[src/design/sdram_cmd_pkg.sv]
// Purpose: Shared widths, field positions, encodings and timing for the SDRAM command decoder.
// Assumes: A 100 MHz system clock with a 10 ns period.
// Notes: Timing counts are derived from times in nanoseconds.
package sdram_cmd_pkg;
   // ---------------------------------------------------------------
   // Widths of the array and the pins.
   // ---------------------------------------------------------------
   localparam int ROW_W = 11;
   localparam int COL_W = 8;
   localparam int BANK_W = 2;
   localparam int BANKS = 4;
   localparam int LANES = 4;
   localparam int LANE_W = 8;
   localparam int DATA_W = LANES * LANE_W;
   // ---------------------------------------------------------------
   // Field positions in the address word and the mode register.
   // ---------------------------------------------------------------
   localparam int AUTO_PRE_BIT = 10;
   localparam int MODE_BL_LSB = 0;
   localparam int MODE_BT_BIT = 3;
   localparam int MODE_CL_LSB = 4;
   localparam int MODE_WB_BIT = 9;
   localparam logic [2:0] BL_FULL_PAGE = 3'h7;
   localparam logic [ROW_W-1:0] MODE_RESET = 11'h020;
   localparam logic [1:0] CL_MAX = 2'h3;
   localparam int MASK_LATENCY = 2;
   // ---------------------------------------------------------------
   // Strobe encodings as {row strobe, column strobe, write enable}.
   // ---------------------------------------------------------------
   localparam logic [2:0] ENC_NO_OPERATION = 3'h7;
   localparam logic [2:0] ENC_ACTIVATE = 3'h3;
   localparam logic [2:0] ENC_READ = 3'h5;
   localparam logic [2:0] ENC_WRITE = 3'h4;
   localparam logic [2:0] ENC_BURST_STOP = 3'h6;
   localparam logic [2:0] ENC_PRECHARGE = 3'h2;
   localparam logic [2:0] ENC_REFRESH = 3'h1;
   localparam logic [2:0] ENC_MODE_LOAD = 3'h0;
   // ---------------------------------------------------------------
   // Times and the cycle counts derived from them.
   // ---------------------------------------------------------------
   localparam int CLOCK_PERIOD_NS = 10;
   localparam int PRECHARGE_PERIOD_NS = 20;
   localparam int MODE_SET_DELAY_NS = 20;
   localparam int SELF_REFRESH_INTERVAL_NS = 15625;
   localparam int PRECHARGE_PERIOD_CYC = (PRECHARGE_PERIOD_NS + CLOCK_PERIOD_NS - 1) / CLOCK_PERIOD_NS;
   localparam int MODE_SET_DELAY_CYC = (MODE_SET_DELAY_NS + CLOCK_PERIOD_NS - 1) / CLOCK_PERIOD_NS;
   localparam int SELF_REFRESH_CYC = SELF_REFRESH_INTERVAL_NS / CLOCK_PERIOD_NS;
   // ---------------------------------------------------------------
   // Types.
   // ---------------------------------------------------------------
   typedef enum logic [7:0] {
      CMD_NO_OPERATION = 8'h01,
      CMD_ACTIVATE = 8'h02,
      CMD_READ = 8'h04,
      CMD_WRITE = 8'h08,
      CMD_BURST_STOP = 8'h10,
      CMD_PRECHARGE = 8'h20,
      CMD_REFRESH = 8'h40,
      CMD_MODE_LOAD = 8'h80
   } cmd_e;
   typedef enum logic [2:0] {
      ST_IDLE = 3'h1,
      ST_READ = 3'h2,
      ST_WRITE = 3'h4
   } burst_e;
   typedef struct packed {
      logic cs_n;
      logic ras_n;
      logic cas_n;
      logic we_n;
      logic bank_select_1;
      logic bank_select_0;
      logic [ROW_W-1:0] addr;
   } cmd_pins_s;
endpackage

[src/design/sdram_command_decode_banks.sv]
// Purpose: Command decoder, bank row state, burst sequencer and byte masking of an SDRAM device.
// Assumes: All pins are synchronous to clock; the array sits outside behind the mem_ ports.
// Notes: mem_rdata must answer combinationally from mem_bank, mem_row and mem_col.
`timescale 1ns/100ps
module sdram_command_decode_banks import sdram_cmd_pkg::*; #(
   parameter int PRECHARGE_CYC = PRECHARGE_PERIOD_CYC, // Precharge period in cycles.
   parameter int MODE_SET_CYC = MODE_SET_DELAY_CYC, // Mode set delay in cycles.
   parameter int SELF_REF_CYC = SELF_REFRESH_CYC // Self refresh row interval in cycles.
) (
   input wire logic clock,
   input wire logic sys_rst,
   input wire logic cke,
   input wire cmd_pins_s cmd_pins,
   input wire logic [LANES-1:0] dqm,
   input wire logic [DATA_W-1:0] dq_in,
   output logic [DATA_W-1:0] dq_out,
   output logic [LANES-1:0] dq_oe,
   input wire logic [DATA_W-1:0] mem_rdata,
   output logic [BANK_W-1:0] mem_bank,
   output logic [ROW_W-1:0] mem_row,
   output logic [COL_W-1:0] mem_col,
   output logic mem_we,
   output logic [LANES-1:0] mem_be,
   output logic [DATA_W-1:0] mem_wdata,
   output logic refresh_strobe,
   output logic [ROW_W-1:0] refresh_row,
   output logic self_refresh,
   output logic [ROW_W-1:0] mode_value,
   output logic mode_ready,
   output logic [BANKS-1:0] bank_open,
   output logic [BANKS-1:0] bank_ready
);
   // ---------------------------------------------------------------
   // Declarations.
   // ---------------------------------------------------------------
   localparam int PT_W = $clog2(PRECHARGE_CYC + 1); // Precharge timer width.
   localparam int MT_W = $clog2(MODE_SET_CYC + 1); // Mode delay timer width.
   localparam int ST_W = $clog2(SELF_REF_CYC + 1); // Self refresh divider width.
   cmd_e cmd; // Decoded command of this cycle.
   burst_e state_ff, nxt_state; // Burst sequencer state.
   logic [BANK_W-1:0] bank; // Bank named on the pins.
   logic [BANKS-1:0] open_ff; // Bank holds an open row.
   logic [ROW_W-1:0] row_ff [BANKS]; // Open row of each bank.
   logic [PT_W-1:0] pre_tmr_ff [BANKS]; // Precharge period left per bank.
   logic [MT_W-1:0] mode_tmr_ff; // Mode set delay left.
   logic mode_rdy_ff; // Mode set delay has elapsed, kept as a flop for the output.
   logic [BANKS-1:0] bank_rdy_ff; // Bank idle and precharge period over, kept as flops for the output.
   logic [ROW_W-1:0] mode_ff; // Mode register.
   logic [BANK_W-1:0] bank_ff; // Bank of the running burst.
   logic [ROW_W-1:0] mrow_ff; // Row of the running burst.
   logic [COL_W-1:0] col_ff, start_ff, beat_ff, mask_ff; // Burst address walk.
   logic full_ff, ap_ff; // Full page burst, auto precharge pending.
   logic burst_end; // Last beat of a fixed burst completes now.
   logic [COL_W-1:0] nxt_col; // Next column in burst order.
   logic [LANES-1:0] dqm_p1_ff, dqm_p2_ff; // Read mask delay line.
   logic vp1_ff, vp2_ff; // Read beat history.
   logic [DATA_W-1:0] dp1_ff, dp2_ff; // Read data history.
   logic [3:0] hv; // Read beat history, index is age plus one.
   logic [1:0] cl_eff; // Read latency in use.
   logic drive_ff, valid_ff; // Unmasked drive window and data valid.
   logic [DATA_W-1:0] dq_out_ff, wdata_ff;
   logic [LANES-1:0] dq_oe_ff, be_ff;
   logic [ROW_W-1:0] ref_cnt_ff, ref_row_ff; // Refresh row counter and last row.
   logic ref_stb_ff, self_ff; // Refresh pulse, self refresh mode.
   logic [ST_W-1:0] self_div_ff; // Self refresh row pacing.

   // Burst block mask for each burst length code.
   function automatic logic [COL_W-1:0] block_mask(input logic [2:0] bl);
      unique case (bl)
         3'h0: block_mask = 8'h00;
         3'h1: block_mask = 8'h01;
         3'h2: block_mask = 8'h03;
         3'h3: block_mask = 8'h07;
         default: block_mask = 8'hFF;
      endcase
   endfunction

   // ---------------------------------------------------------------
   // Command decode.
   // ---------------------------------------------------------------
   assign bank = {cmd_pins.bank_select_1, cmd_pins.bank_select_0};
   // Self refresh and a high chip select both mask every command.
   always_comb begin
      cmd = CMD_NO_OPERATION;
      if (!cmd_pins.cs_n && !self_ff) begin
         unique case ({cmd_pins.ras_n, cmd_pins.cas_n, cmd_pins.we_n})
            ENC_NO_OPERATION: cmd = CMD_NO_OPERATION;
            ENC_ACTIVATE: cmd = CMD_ACTIVATE;
            ENC_READ: cmd = CMD_READ;
            ENC_WRITE: cmd = CMD_WRITE;
            ENC_BURST_STOP: cmd = CMD_BURST_STOP;
            ENC_PRECHARGE: cmd = CMD_PRECHARGE;
            ENC_REFRESH: cmd = CMD_REFRESH;
            ENC_MODE_LOAD: cmd = CMD_MODE_LOAD;
         endcase
         // With clock enable low only the refresh code means anything.
         if (!cke && cmd != CMD_REFRESH) begin
            cmd = CMD_NO_OPERATION;
         end
      end
   end

   // ---------------------------------------------------------------
   // Bank row state and precharge timing.
   // ---------------------------------------------------------------
   // Each bank opens on activate and closes on precharge or auto precharge.
   always_ff @(posedge clock) begin
      if (sys_rst) begin
         open_ff <= '0;
         bank_rdy_ff <= '1;
         for (int b = 0; b < BANKS; b++) begin
            row_ff[b] <= '0;
            pre_tmr_ff[b] <= '0;
         end
      end else begin
         for (int b = 0; b < BANKS; b++) begin
            if ((cmd == CMD_PRECHARGE && (cmd_pins.addr[AUTO_PRE_BIT] || bank == BANK_W'(b)))
                || (burst_end && ap_ff && bank_ff == BANK_W'(b))) begin
               open_ff[b] <= 1'b0;
               pre_tmr_ff[b] <= PT_W'(PRECHARGE_CYC);
               // Ready tracks closed and timer empty one edge ahead, so the pin is a flop.
               bank_rdy_ff[b] <= PRECHARGE_CYC == 0;
            end else if (cmd == CMD_ACTIVATE && bank == BANK_W'(b)) begin
               open_ff[b] <= 1'b1;
               row_ff[b] <= cmd_pins.addr;
               bank_rdy_ff[b] <= 1'b0;
            end else if (pre_tmr_ff[b] != '0) begin
               pre_tmr_ff[b] <= pre_tmr_ff[b] - PT_W'(1);
               bank_rdy_ff[b] <= !open_ff[b] && pre_tmr_ff[b] == PT_W'(1);
            end
         end
      end
   end

   // ---------------------------------------------------------------
   // Mode register.
   // ---------------------------------------------------------------
   // A load stores the operation code and restarts the mode set delay.
   always_ff @(posedge clock) begin
      if (sys_rst) begin
         mode_ff <= MODE_RESET;
         mode_tmr_ff <= '0;
         mode_rdy_ff <= 1'b1;
      end else if (cmd == CMD_MODE_LOAD) begin
         mode_ff <= cmd_pins.addr;
         mode_tmr_ff <= MT_W'(MODE_SET_CYC);
         mode_rdy_ff <= MODE_SET_CYC == 0;
      end else if (mode_tmr_ff != '0) begin
         mode_tmr_ff <= mode_tmr_ff - MT_W'(1);
         // Ready rises on the same edge at which the timer reaches zero.
         mode_rdy_ff <= mode_tmr_ff == MT_W'(1);
      end
   end

   // ---------------------------------------------------------------
   // Burst sequencer.
   // ---------------------------------------------------------------
   assign burst_end = (state_ff != ST_IDLE) && !full_ff && (beat_ff == mask_ff);
   // Sequential order counts up inside the block, interleaved order flips bits.
   always_comb begin
      if (mode_ff[MODE_BT_BIT] && !full_ff) begin
         nxt_col = (start_ff & ~mask_ff) | ((start_ff ^ (beat_ff + 8'h01)) & mask_ff);
      end else begin
         nxt_col = (start_ff & ~mask_ff) | ((start_ff + beat_ff + 8'h01) & mask_ff);
      end
   end
   // A new access truncates the running burst; burst stop ends it.
   always_comb begin
      nxt_state = state_ff;
      if (cmd == CMD_READ) begin
         nxt_state = ST_READ;
      end else if (cmd == CMD_WRITE) begin
         nxt_state = ST_WRITE;
      end else if (cmd == CMD_BURST_STOP || burst_end) begin
         nxt_state = ST_IDLE;
      end
   end
   // Burst address registers follow the state.
   always_ff @(posedge clock) begin
      if (sys_rst) begin
         state_ff <= ST_IDLE;
         bank_ff <= '0;
         mrow_ff <= '0;
         col_ff <= '0;
         start_ff <= '0;
         beat_ff <= '0;
         mask_ff <= '0;
         full_ff <= 1'b0;
         ap_ff <= 1'b0;
      end else begin
         state_ff <= nxt_state;
         if (cmd == CMD_READ || cmd == CMD_WRITE) begin
            bank_ff <= bank;
            mrow_ff <= row_ff[bank];
            col_ff <= cmd_pins.addr[COL_W-1:0];
            start_ff <= cmd_pins.addr[COL_W-1:0];
            beat_ff <= '0;
            // Single location writes when write burst mode asks for them.
            if (cmd == CMD_WRITE && mode_ff[MODE_WB_BIT]) begin
               mask_ff <= '0;
               full_ff <= 1'b0;
               ap_ff <= cmd_pins.addr[AUTO_PRE_BIT];
            end else begin
               mask_ff <= block_mask(mode_ff[MODE_BL_LSB +: 3]);
               full_ff <= mode_ff[MODE_BL_LSB +: 3] == BL_FULL_PAGE;
               ap_ff <= cmd_pins.addr[AUTO_PRE_BIT] && mode_ff[MODE_BL_LSB +: 3] != BL_FULL_PAGE;
            end
         end else if (state_ff != ST_IDLE && !burst_end) begin
            beat_ff <= beat_ff + 8'h01;
            col_ff <= nxt_col;
         end
      end
   end

   // ---------------------------------------------------------------
   // Write path.
   // ---------------------------------------------------------------
   // Data and lane enables are taken with the same edge as the mask.
   always_ff @(posedge clock) begin
      if (sys_rst) begin
         wdata_ff <= '0;
         be_ff <= '0;
      end else begin
         wdata_ff <= dq_in;
         be_ff <= ~dqm;
      end
   end

   // ---------------------------------------------------------------
   // Read path.
   // ---------------------------------------------------------------
   assign cl_eff = (mode_ff[MODE_CL_LSB +: 3] == 3'h1) ? 2'h1 :
                   (mode_ff[MODE_CL_LSB +: 3] == 3'h2) ? 2'h2 : CL_MAX;
   assign hv = {vp2_ff, vp1_ff, state_ff == ST_READ, nxt_state == ST_READ};
   // Beats and data age through a short pipe; latency picks the tap.
   always_ff @(posedge clock) begin
      if (sys_rst) begin
         vp1_ff <= 1'b0;
         vp2_ff <= 1'b0;
         dp1_ff <= '0;
         dp2_ff <= '0;
         dqm_p1_ff <= '1;
         dqm_p2_ff <= '1;
         drive_ff <= 1'b0;
         valid_ff <= 1'b0;
         dq_out_ff <= '0;
         dq_oe_ff <= '0;
      end else begin
         vp1_ff <= state_ff == ST_READ;
         vp2_ff <= vp1_ff;
         dp1_ff <= mem_rdata;
         dp2_ff <= dp1_ff;
         dqm_p1_ff <= dqm;
         dqm_p2_ff <= dqm_p1_ff;
         drive_ff <= hv[cl_eff] || hv[cl_eff - 2'h1];
         valid_ff <= hv[cl_eff];
         unique case (cl_eff)
            2'h1: dq_out_ff <= mem_rdata;
            2'h2: dq_out_ff <= dp1_ff;
            default: dq_out_ff <= dp2_ff;
         endcase
         for (int l = 0; l < LANES; l++) begin
            dq_oe_ff[l] <= (hv[cl_eff] || hv[cl_eff - 2'h1]) && !dqm_p2_ff[l];
         end
      end
   end

   // ---------------------------------------------------------------
   // Refresh.
   // ---------------------------------------------------------------
   // Auto refresh and self refresh both walk the internal row counter.
   always_ff @(posedge clock) begin
      if (sys_rst) begin
         ref_cnt_ff <= '0;
         ref_row_ff <= '0;
         ref_stb_ff <= 1'b0;
         self_ff <= 1'b0;
         self_div_ff <= '0;
      end else begin
         ref_stb_ff <= 1'b0;
         if (cmd == CMD_REFRESH) begin
            ref_row_ff <= ref_cnt_ff;
            ref_cnt_ff <= ref_cnt_ff + 11'h001;
            ref_stb_ff <= 1'b1;
            self_ff <= !cke;
            self_div_ff <= ST_W'(SELF_REF_CYC);
         end else if (self_ff) begin
            // Clock enable high ends self refresh; all else is ignored.
            self_ff <= !cke;
            if (self_div_ff == ST_W'(1)) begin
               ref_row_ff <= ref_cnt_ff;
               ref_cnt_ff <= ref_cnt_ff + 11'h001;
               ref_stb_ff <= 1'b1;
               self_div_ff <= ST_W'(SELF_REF_CYC);
            end else begin
               self_div_ff <= self_div_ff - ST_W'(1);
            end
         end
      end
   end

   // ---------------------------------------------------------------
   // Outputs.
   // ---------------------------------------------------------------
   assign dq_out = dq_out_ff;
   assign dq_oe = dq_oe_ff;
   assign mem_bank = bank_ff;
   assign mem_row = mrow_ff;
   assign mem_col = col_ff;
   assign mem_we = state_ff[2];
   assign mem_be = be_ff;
   assign mem_wdata = wdata_ff;
   assign refresh_strobe = ref_stb_ff;
   assign refresh_row = ref_row_ff;
   assign self_refresh = self_ff;
   assign mode_value = mode_ff;
   assign mode_ready = mode_rdy_ff;
   assign bank_open = open_ff;
   assign bank_ready = bank_rdy_ff;
endmodule // sdram_command_decode_banks

[config.mk]
export PLATFORM = sky130hd
export DESIGN_NAME = sdram_command_decode_banks
export DESIGN_NICKNAME = d
export VERILOG_FILES = /design/src/design/sdram_cmd_pkg.sv /design/src/design/sdram_command_decode_banks.sv
export SDC_FILE = /design/constraint.sdc
export NUM_CORES = 1
export LEC_CHECK = 0
export BUFFER_PORTS_ARGS = -buffer_cell sky130_fd_sc_hd__buf_2
export CORE_MARGIN = 8
export CORE_UTILIZATION = 55
export DETAILED_ROUTE_END_ITERATION = 10
export GPL_TIMING_DRIVEN = 0
export PLACE_DENSITY_LB_ADDON = 0.15
export SYNTH_ARGS = -nofsm -noshare
export SYNTH_HDL_FRONTEND = slang
export SYNTH_SLANG_ARGS = --single-unit
[constraint.sdc]
create_clock -name clock -period 6.71 [get_ports clock]
set_input_delay 0 -clock clock [delete_from_list [all_inputs] [get_ports clock]]
set_output_delay 0 -clock clock [all_outputs]
set_load 0.1 [all_outputs]
# Word level (Yosys, flattened, before mapping)
# Memory sizes are Yosys's and may differ from the RTL's. A register that Yosys moved wholly into a read port is not among the register bits.
# Index checks and enable logic that the tools add are counted.
# word_totals
in_bits,88
output_inout_bits,127
memories,3
register_bits,242
rom_bits,64
ramBits,52
# classes
reduce_logical,77
n_eq_ne,33
n_bitwise,20
n_addsub,11
muxes,112
order_cmp,2
# memory_table
name,depth,word_bits,rd,rd_ports_with_merged_regs,write_ports,line_no,rtl
(name not given),8,8,1,0,0,sdram_command_decode_banks.sv:86,"unique case ({cmd_pins.ras_n, cmd_pins.cas_n, cmd_pins.we_n})"
row_ff,4,11,1,1,4,sdram_command_decode_banks.sv:43,logic [ROW_W-1:0] row_ff [BANKS];
pre_tmr_ff,4,2,4,0,4,sdram_command_decode_banks.sv:44,logic [PT_W-1:0] pre_tmr_ff [BANKS];
# ops
op,count
$mux W11,13
$mux W1,74
$pmux W32 S2,1
$mux W8,7
$pmux W8 S4,1
$logic_and A1 B1 Y1,29
$and A8 B8 Y8,3
$mux W2,11
$reduce_bool A2 Y1,9
$add A8 B1 Y8 const B,2
$eq A2 B1 Y1 const B,8
$or A8 B8 Y8,2
$eq A3 B2 Y1 const B,5
$reduce_or A2 Y1,7
$logic_not A1 Y1,13
$or A1 B1 Y1,12
$reduce_bool A3 Y1,4
$sub A2 B1 Y2 const B,6
$add A11 B1 Y11 const B,1
$eq A11 B1 Y1 const B,1
$logic_or A1 B1 Y1,11
$sub A11 B1 Y11 const B,1
$eq A2 B2 Y1 const B,5
$mux W3,3
22 further kinds,26

# Longest topological paths before layout
# Gate-level depths: netlist of run 1.
# depth
ltp_word,17
mapped_depth,10
mapped_depth_nobuf,10

# Worst setup path before layout of run 1
# No wires, ideal clock.
# synth_path
path_kind,reg-to-reg
from,register self_ff (netlist: self_refresh)
to,"memory row_ff[2][0], enable pin"
period_less_slack_ns,2.964
setup_ns,0.394
arrival_ns,2.569
stages_incl_launch_ff,6
setup_slack_ns,3.746
required_ns,6.316
path_cell_list,dfxtp_1 > or3b_2 > nor4_1 > o21ai_0 > o21ai_0 > o21ai_0
# synth_lines
item,line_no,rtl
"start, declared",sdram_command_decode_banks.sv:64,"logic ref_stb_ff, self_ff;"
"start signal, assigned",sdram_command_decode_banks.sv:285,self_ff <= !cke;
"start signal, assigned",sdram_command_decode_banks.sv:289,self_ff <= !cke;
"end, declared",sdram_command_decode_banks.sv:43,

==> run_results.csv, run 1 <==
group,metric,value,unit
run_status,outcome,"complete, no violations",
clocking,cts_sinks,301,
clocking,cts_hold_buf,87,
sta,tns,0,ns
place,place.gp.congestion,0.836,
clocking,cts_setup_buffers,0,
grt,grt_util_all_layers,0.235,
finish,final_cells,1788,
grt,grt_max_degree,16,
place,dp_cells,1648,
grt,grt_util_met2,0.391,
critical_path,arrival,3.47,ns
detailed_routing,num_vias,9560,
yosys,syn_inst,1160,
detailed_routing,drtAntennaViolNets,0,
sta,period_minus_slack,3.16,ns
grt,overflow,0,
yosys,synth_top_area_share,0.430,
critical_path,cp_cell_sequence,"or3b_2, nor4_1, o21ai_0, o21ai_0, nor3b_1, clkbuf_1, and2_1",
place,place_area,13000,µm²
floorplan,dieArea,26000,µm²
finish,nNetsFinal,1600,
finish,fin_area,14800,µm²
detailed_routing,wirelength,31500,µm
detailed_routing,wl_per_cell,17.6,µm
sta,finalCritPeriodShare,0.472,
floorplan,core_area,20900,µm²
grt,gr-usage-met1,0.284,
sta,maxSlewHeadroom,0.125,
clocking,cts_buffers,30,
clocking,clk_latency,0.55,ns
floorplan,pin_count,215,
floorplan,core.rowCount,53,
sta,setup_violations,0,
detailed_routing,drt_pass1_iterations,7,
finish,n_fill_cell,1569,
critical_path,worst_setup_path_end_kind,"register",
detailed_routing,drc_errors,0,
place,hpwl,22100,µm
yosys,synthTopCellsByArea,"dfxtp_1 (43%), edfxtp_1 (13%), nor2b_1 (5.7%), nand2_1 (4.9%), a21oi_1 (4.2%)",
critical_path,worstSetupPathType,"register to register",
critical_path,crit_required,7.02,ns
floorplan,die_y,161,µm
yosys,synth_edf_count,52,
grt,globalRoute.busiestLayer,"met2",
power_and_ir_drop,power.density,285,nW/µm²
yosys,synth-seq-cells,301,
place,io_buffer_count,210,
floorplan,die_width,161,µm
finish,drive_gt1_frac,0.193,
power_and_ir_drop,ir_drop,203,µV
yosys,ys.flop_type,"dfxtp_1",
sta,slew_violations,0,
finish,multi_input_area,4670,µm²
yosys,synth_nets,1268,
critical_path,path_buf_inv,1,
power_and_ir_drop,p_leak,6.18,nW
sta,worstMarginPinSlew,1.31,ns
detailed_routing,vias_per_cell,5.35,
sta,rsz0062_at_grt,"no",
yosys,yosysTopAreaCell,"dfxtp_1",
sta,hold_viol,0,
critical_path,cp_top_family,"simple AND/OR/NAND/NOR gates",
critical_path,cpPeakStageDelay,0.75,ns
sta,skew,0.0241,ns
clocking,htreeDepth,1,
clocking,cts_tree,"done",
yosys,async_flop_share,0,
clocking,cts_root_buf,"clkbuf_16",
sta,fmax,316,MHz
clocking,cts_buffer_depth,3,
grt,antenna_found_initial,2,
critical_path,critPathLaunchType,"register",
run,drv_cap,0,
grt,grt_pass1_vias,9616,
worst_hold_path,hp-class,"input port to register",
finish,regArea,6550,µm²
yosys,synth_cell_types,64,
yosys,yosysSeqAreaShare,0.565,
detailed_routing,drtIter0Drc,562,
critical_path,crit_slowest_cell,"nor4_1",
yosys,syn_avg_cell_area,10.0,µm²
clocking,path_clk_slew,0.06,ns
critical_path,cpMostUsedCell,"o21ai_0",
grt,use_met3,0.0687,
clocking,cts_resized,0,
finish,area_growth,27.9,%
yosys,ys_warn_count,0,
floorplan,initial_utilization,0.555,
yosys,synth_area,11600,µm²
grt,grt_first_pass_wirelength,49600,µm
critical_path,critPathMaxFanout,10,
[registers in the layout, indices dropped and copies added, names as in the netlist, 3 cells and up]
signal and cells:
row_ff 44, dp1_ff 32, dp2_ff 32, dq_out 32, mem_wdata 32, mem_row 11
mode_value 11, ref_cnt_ff 11, refresh_row 11, self_div_ff 11, beat_ff 8, mem_col 8
pre_tmr_ff 8, start_ff 8, bank_open 4, bank_ready 4, dq_oe 4, dqm_p1_ff 4
dqm_p2_ff 4, mask_ff 4, mem_be 4, state_ff 3
[worst reg2reg max path, stage by stage, from the launching register on]
cell      delay, ns
dfxtp_1        0.35
or3b_2         0.57
nor4_1         0.76
o21ai_0        0.26
o21ai_0        0.30
nor3b_1        0.17
clkbuf_1       0.28
and2_1         0.24
[synth_stat cells (15+ instances only)]
cell type / n
a21oi_1: 97
a22oi_1: 36
and2_1: 50
clkbuf_1: 62
dfxtp_1: 249
edfxtp_1: 52
ha_1: 19
inv_1: 27
nand2_1: 151
nand3_1: 17
nor2_1: 67
nor2b_1: 106
nor3_1: 15
o21ai_0: 27
xor2_1: 18
[final cells by class]
cell class | count | area share
Sequential cell | 301 | 0.441
Clock buffer | 45 | 0.0573
Antenna cell | 2 | 0.000337
Tap cell | 275 | 0.0232
Timing Repair Buffer | 300 | 0.131
Multi-Input combinational cell | 762 | 0.315
Clock inverter | 6 | 0.00633
Buffer | 69 | 0.0185
Inverter | 28 | 0.00709
[layout by cell type (no fill, tap or decap), drive strengths merged, types with 6 or more instances in the layout]
| master | Yosys | routed |
|---|---|---|
| dfxtp | 249 | 249 |
| buf | 7 | 220 |
| nand2 | 151 | 151 |
| clkbuf | 62 | 107 |
| nor2b | 106 | 106 |
| a21oi | 97 | 97 |
| dlygate4sd3 | 0 | 87 |
| nor2 | 67 | 67 |
| edfxtp | 52 | 52 |
| and2 | 50 | 50 |
| a22oi | 36 | 36 |
| o21ai | 28 | 28 |
| inv | 27 | 27 |
| ha | 19 | 19 |
| xor2 | 18 | 18 |
| nand3 | 17 | 17 |
| nor3 | 17 | 17 |
| xnor2 | 14 | 14 |
| nand4 | 13 | 13 |
| mux4 | 11 | 11 |
| nor4b | 10 | 10 |
| nor3b | 9 | 9 |
| and3 | 9 | 9 |
| or2 | 9 | 9 |
| mux2i | 8 | 8 |
| o21a | 7 | 7 |
| o31ai | 7 | 7 |
| nor4 | 6 | 6 |
| or4 | 6 | 6 |
[power by group]
part           switching (mW)  internal (mW)  total [mW]
combinational           0.461          0.179       0.640
sequential             0.0384           1.93        1.97
clock                   0.667          0.945        1.61
[per-stage QoR]
step                total power, mW  setup slack [ns]  hold WS, ns  utilization
floorplan                      2.46              3.75       0.0793            -
global placement               2.59              3.39        0.204        0.622
detailed placement             2.61              3.64        0.202        0.623
CTS                            4.24              3.64        0.160        0.710
global route                   4.37              3.38        0.199        0.710
finish                         4.22              3.55        0.182        0.710
[kinds of logic after synthesis]
| logic type | Yosys count | share of synthesized area |
|---|---|---|
| adder cells (fa/ha/maj) | 20 | 0.0222 |
| AND/OR/NAND/NOR | 481 | 0.217 |
| multiplexers | 21 | 0.0305 |
| flip-flops | 301 | 0.565 |
| AO/OA/AOI/OAI | 208 | 0.109 |
| buffers and inverters | 97 | 0.0327 |
| XOR/XNOR | 32 | 0.0242 |
[path summary, 6_finish.rpt]
check               startpoint      endpoint  slack (ns)  cells past startpoint
setup / recovery  self_refresh  row_ff[1][6]        3.55                      7
hold / removal    cmd_pins[12]  bank_open[3]        0.18                      3
setup reg to reg  self_refresh  row_ff[1][6]        3.55                      7
hold reg to reg   dqm_p2_ff[3]      dq_oe[3]        0.38                      1
[layer usage]
layer  vias to the layer above  wire length, µm
met5                         -                0
met4                         0             1080
met3                        70             2750
met2                       353            14900
met1                      4496            12800
li1                       4641                -
Note: power is estimated with default switching activity, not from simulation.
==> run 2: changes to the inputs <==
--- a/config.mk
+++ b/config.mk
@@ -7,7 +7,7 @@
 export LEC_CHECK = 0
 export BUFFER_PORTS_ARGS = -buffer_cell sky130_fd_sc_hd__buf_2
 export CORE_MARGIN = 8
-export CORE_UTILIZATION = 55
+export CORE_UTILIZATION = 50
 export DETAILED_ROUTE_END_ITERATION = 10
 export GPL_TIMING_DRIVEN = 0
 export PLACE_DENSITY_LB_ADDON = 0.15
==> constraint.sdc (replaced) <==
create_clock -name clock -period 2.9 [get_ports clock]
set_input_delay 0 -clock clock [delete_from_list [all_inputs] [get_ports clock]]
set_output_delay 0 -clock clock [all_outputs]
set_load 0.1 [all_outputs]
==> run 2 against run 1 <==
  * Clock power increased by 150%
  * Highest routed layer unchanged
  * Fmax grew 13%
  * Largest cell class unchanged
  * Sequential power rose by 130%
  * Global-route usage decreased by 1.1 points
  * Via count fell by 1.2%
==> run_results.csv, run 2 (synthesized netlist as in run 1, its figures left out) <==
group,metric,value,unit
floorplan,core_area,22700,µm²
critical_path,crit_required,3.20,ns
clocking,cts_buffer_depth,3,
sta,fmax,358,MHz
finish,top_register,"row_ff",
place,dp_cells,1655,
floorplan,die_y,168,µm
sta,slew_violations,0,
power_and_ir_drop,total_power,10.0,mW
detailed_routing,maxUsedRoutingLayer,"met4",
sta,hold_viol,0,
finish,area_growth,29.2,%
critical_path,worstSetupPathType,"register to register",
power_and_ir_drop,p_leak,6.25,nW
detailed_routing,drtIter0Drc,694,
sta,maxSlewHeadroom,0.111,
critical_path,cp_cell_sequence,"or3b_2, nor4_2, o21ai_0, o21ai_1, nor3_1, clkbuf_1, and2_1",
clocking,htreeDepth,1,
power_and_ir_drop,power.density,669,nW/µm²
finish,final_cell_mix,"dfxtp_1 (249), buf_2 (213), nand2_1 (150), nor2b_1 (106), a21oi_1 (97)",
grt,antenna_found_initial,0,
detailed_routing,num_vias,9447,
sta,period_minus_slack,2.80,ns
detailed_routing,wl_per_cell,17.8,µm
sta,rsz0062_at_grt,"no",
clocking,path_clk_slew,0.06,ns
finish,n_fill_cell,1816,
detailed_routing,drc_errors,0,
grt,grt_util_all_layers,0.223,
critical_path,arrival,3.10,ns
grt,grt_first_pass_wirelength,51000,µm
detailed_routing,drtAntennaViolNets,0,
grt,grt_max_degree,16,
grt,grt_pass1_vias,9736,
floorplan,initial_utilization,0.511,
floorplan,pin_count,215,
detailed_routing,wl_met3,2680,µm
run_status,outcome,"complete, no violations",
finish,final_cells,1801,
critical_path,worst_setup_path_end_kind,"register",
power_and_ir_drop,ir_drop,485,µV
detailed_routing,wirelength,32100,µm
critical_path,critPathMaxFanout,10,
sta,skew,0.0164,ns
floorplan,core.rowCount,55,
clocking,cts_root_buf,"clkbuf_16",
critical_path,critPathLaunchType,"register",
clocking,cts_tree,"done",
sta,setup_violations,0,
finish,antenna_cells,0,
place,hpwl,22300,µm
clocking,cts_sinks,301,
detailed_routing,wl_met1,13200,µm
grt,overflow,0,
finish,mostFrequentLayoutCell,"dfxtp_1",
clocking,cts_setup_buffers,0,
floorplan,die_width,168,µm
clocking,clk_latency,0.56,ns
place,io_buffer_count,210,
critical_path,cp_top_family,"simple AND/OR/NAND/NOR gates",
floorplan,dieArea,28300,µm²
place,place.gp.congestion,0.846,
run,drv_cap,0,
detailed_routing,drt_pass1_iterations,5,
critical_path,crit_slowest_cell,"or3b_2",
worst_hold_path,hp-class,"input port to register",
critical_path,cpPeakStageDelay,0.59,ns
detailed_routing,wl_met2,15300,µm
clocking,cts_buffers,31,
sta,worstMarginPinSlew,1.33,ns
finish,largest_register_ffs,44,
sta,finalCritPeriodShare,0.964,
detailed_routing,vias_per_cell,5.25,
finish,nNetsFinal,1600,
finish,drive_gt1_frac,0.204,
critical_path,path_buf_inv,1,
run 2: cell types whose count changed in the layout (fill, tap and decap cells not counted), moves of 3 or more:
cell,change
o21ai_2,+4
clkbuf_8,+7
clkbuf_1,-6
buf_4,-3
clkinv_2,+3
run 2: layout make-up:
class                      count  area [µm²]  share of cell area
inverter                      28         105             0.00701
timing repair buffer         299        1940               0.130
clock buffer                  50         982              0.0655
tap                          285         357              0.0238
sequential                   301        6550               0.437
buffer                        69         278              0.0185
clock inverter                 7        63.8             0.00426
multi-input combinational    762        4710               0.314
run 2: worst reg2reg max path: cells and delay by family, from the launching register on:
family                 cells  cell delay [ns]
buffers and inverters      1             0.28
AO/OA/AOI/OAI              2             0.45
AND/OR/NAND/NOR            4             1.47
flip-flops                 1             0.35
run 2: routing by layer:
metal | vias to the layer above | GRT usage
li1 | 4646 | -
met1 | 4419 | 0.266
met2 | 318 | 0.376
met3 | 64 | 0.0664
met4 | 0 | 0.0800
met5 | - | 0
run 2: timing repair:
action                     in CTS  in global routing
hold endpoints to repair      177                  0
setup endpoints to repair      74                 88
gates cloned                    0                  0
hold buffers                   89                  0
gates resized for setup         3                 14
run 2: metrics by stage:
step	hold slack (ns)	setup WS [ns]	utilization	setup TNS, ns	cell area [µm²]
final	0.181	0.104	0.660	0	15000
after global routing	0.197	0.00631	0.660	0	15000
after CTS	0.164	0.00716	0.658	0	15000
after detailed placement	0.207	-0.105	0.573	-3.16	13000
after global placement	0.204	-0.0747	0.573	-0.934	13000
after floorplan	0.0793	0.232	-	0	11600
run 2: path summary, 6_finish.rpt:
path                startpoint             to  slack [ns]  cells past startpoint
setup / recovery  self_refresh   row_ff[2][1]        0.10                      7
setup reg to reg  self_refresh   row_ff[2][1]        0.10                      7
hold / removal       dq_in[23]  mem_wdata[23]        0.18                      3
hold reg to reg   dqm_p2_ff[0]       dq_oe[0]        0.38                      1
run 2: power breakdown:
group	internal, mW	switching (mW)	total [mW]
Clock	2.39	1.60	3.99
Combinational	0.412	1.07	1.48
Sequential	4.47	0.0869	4.56
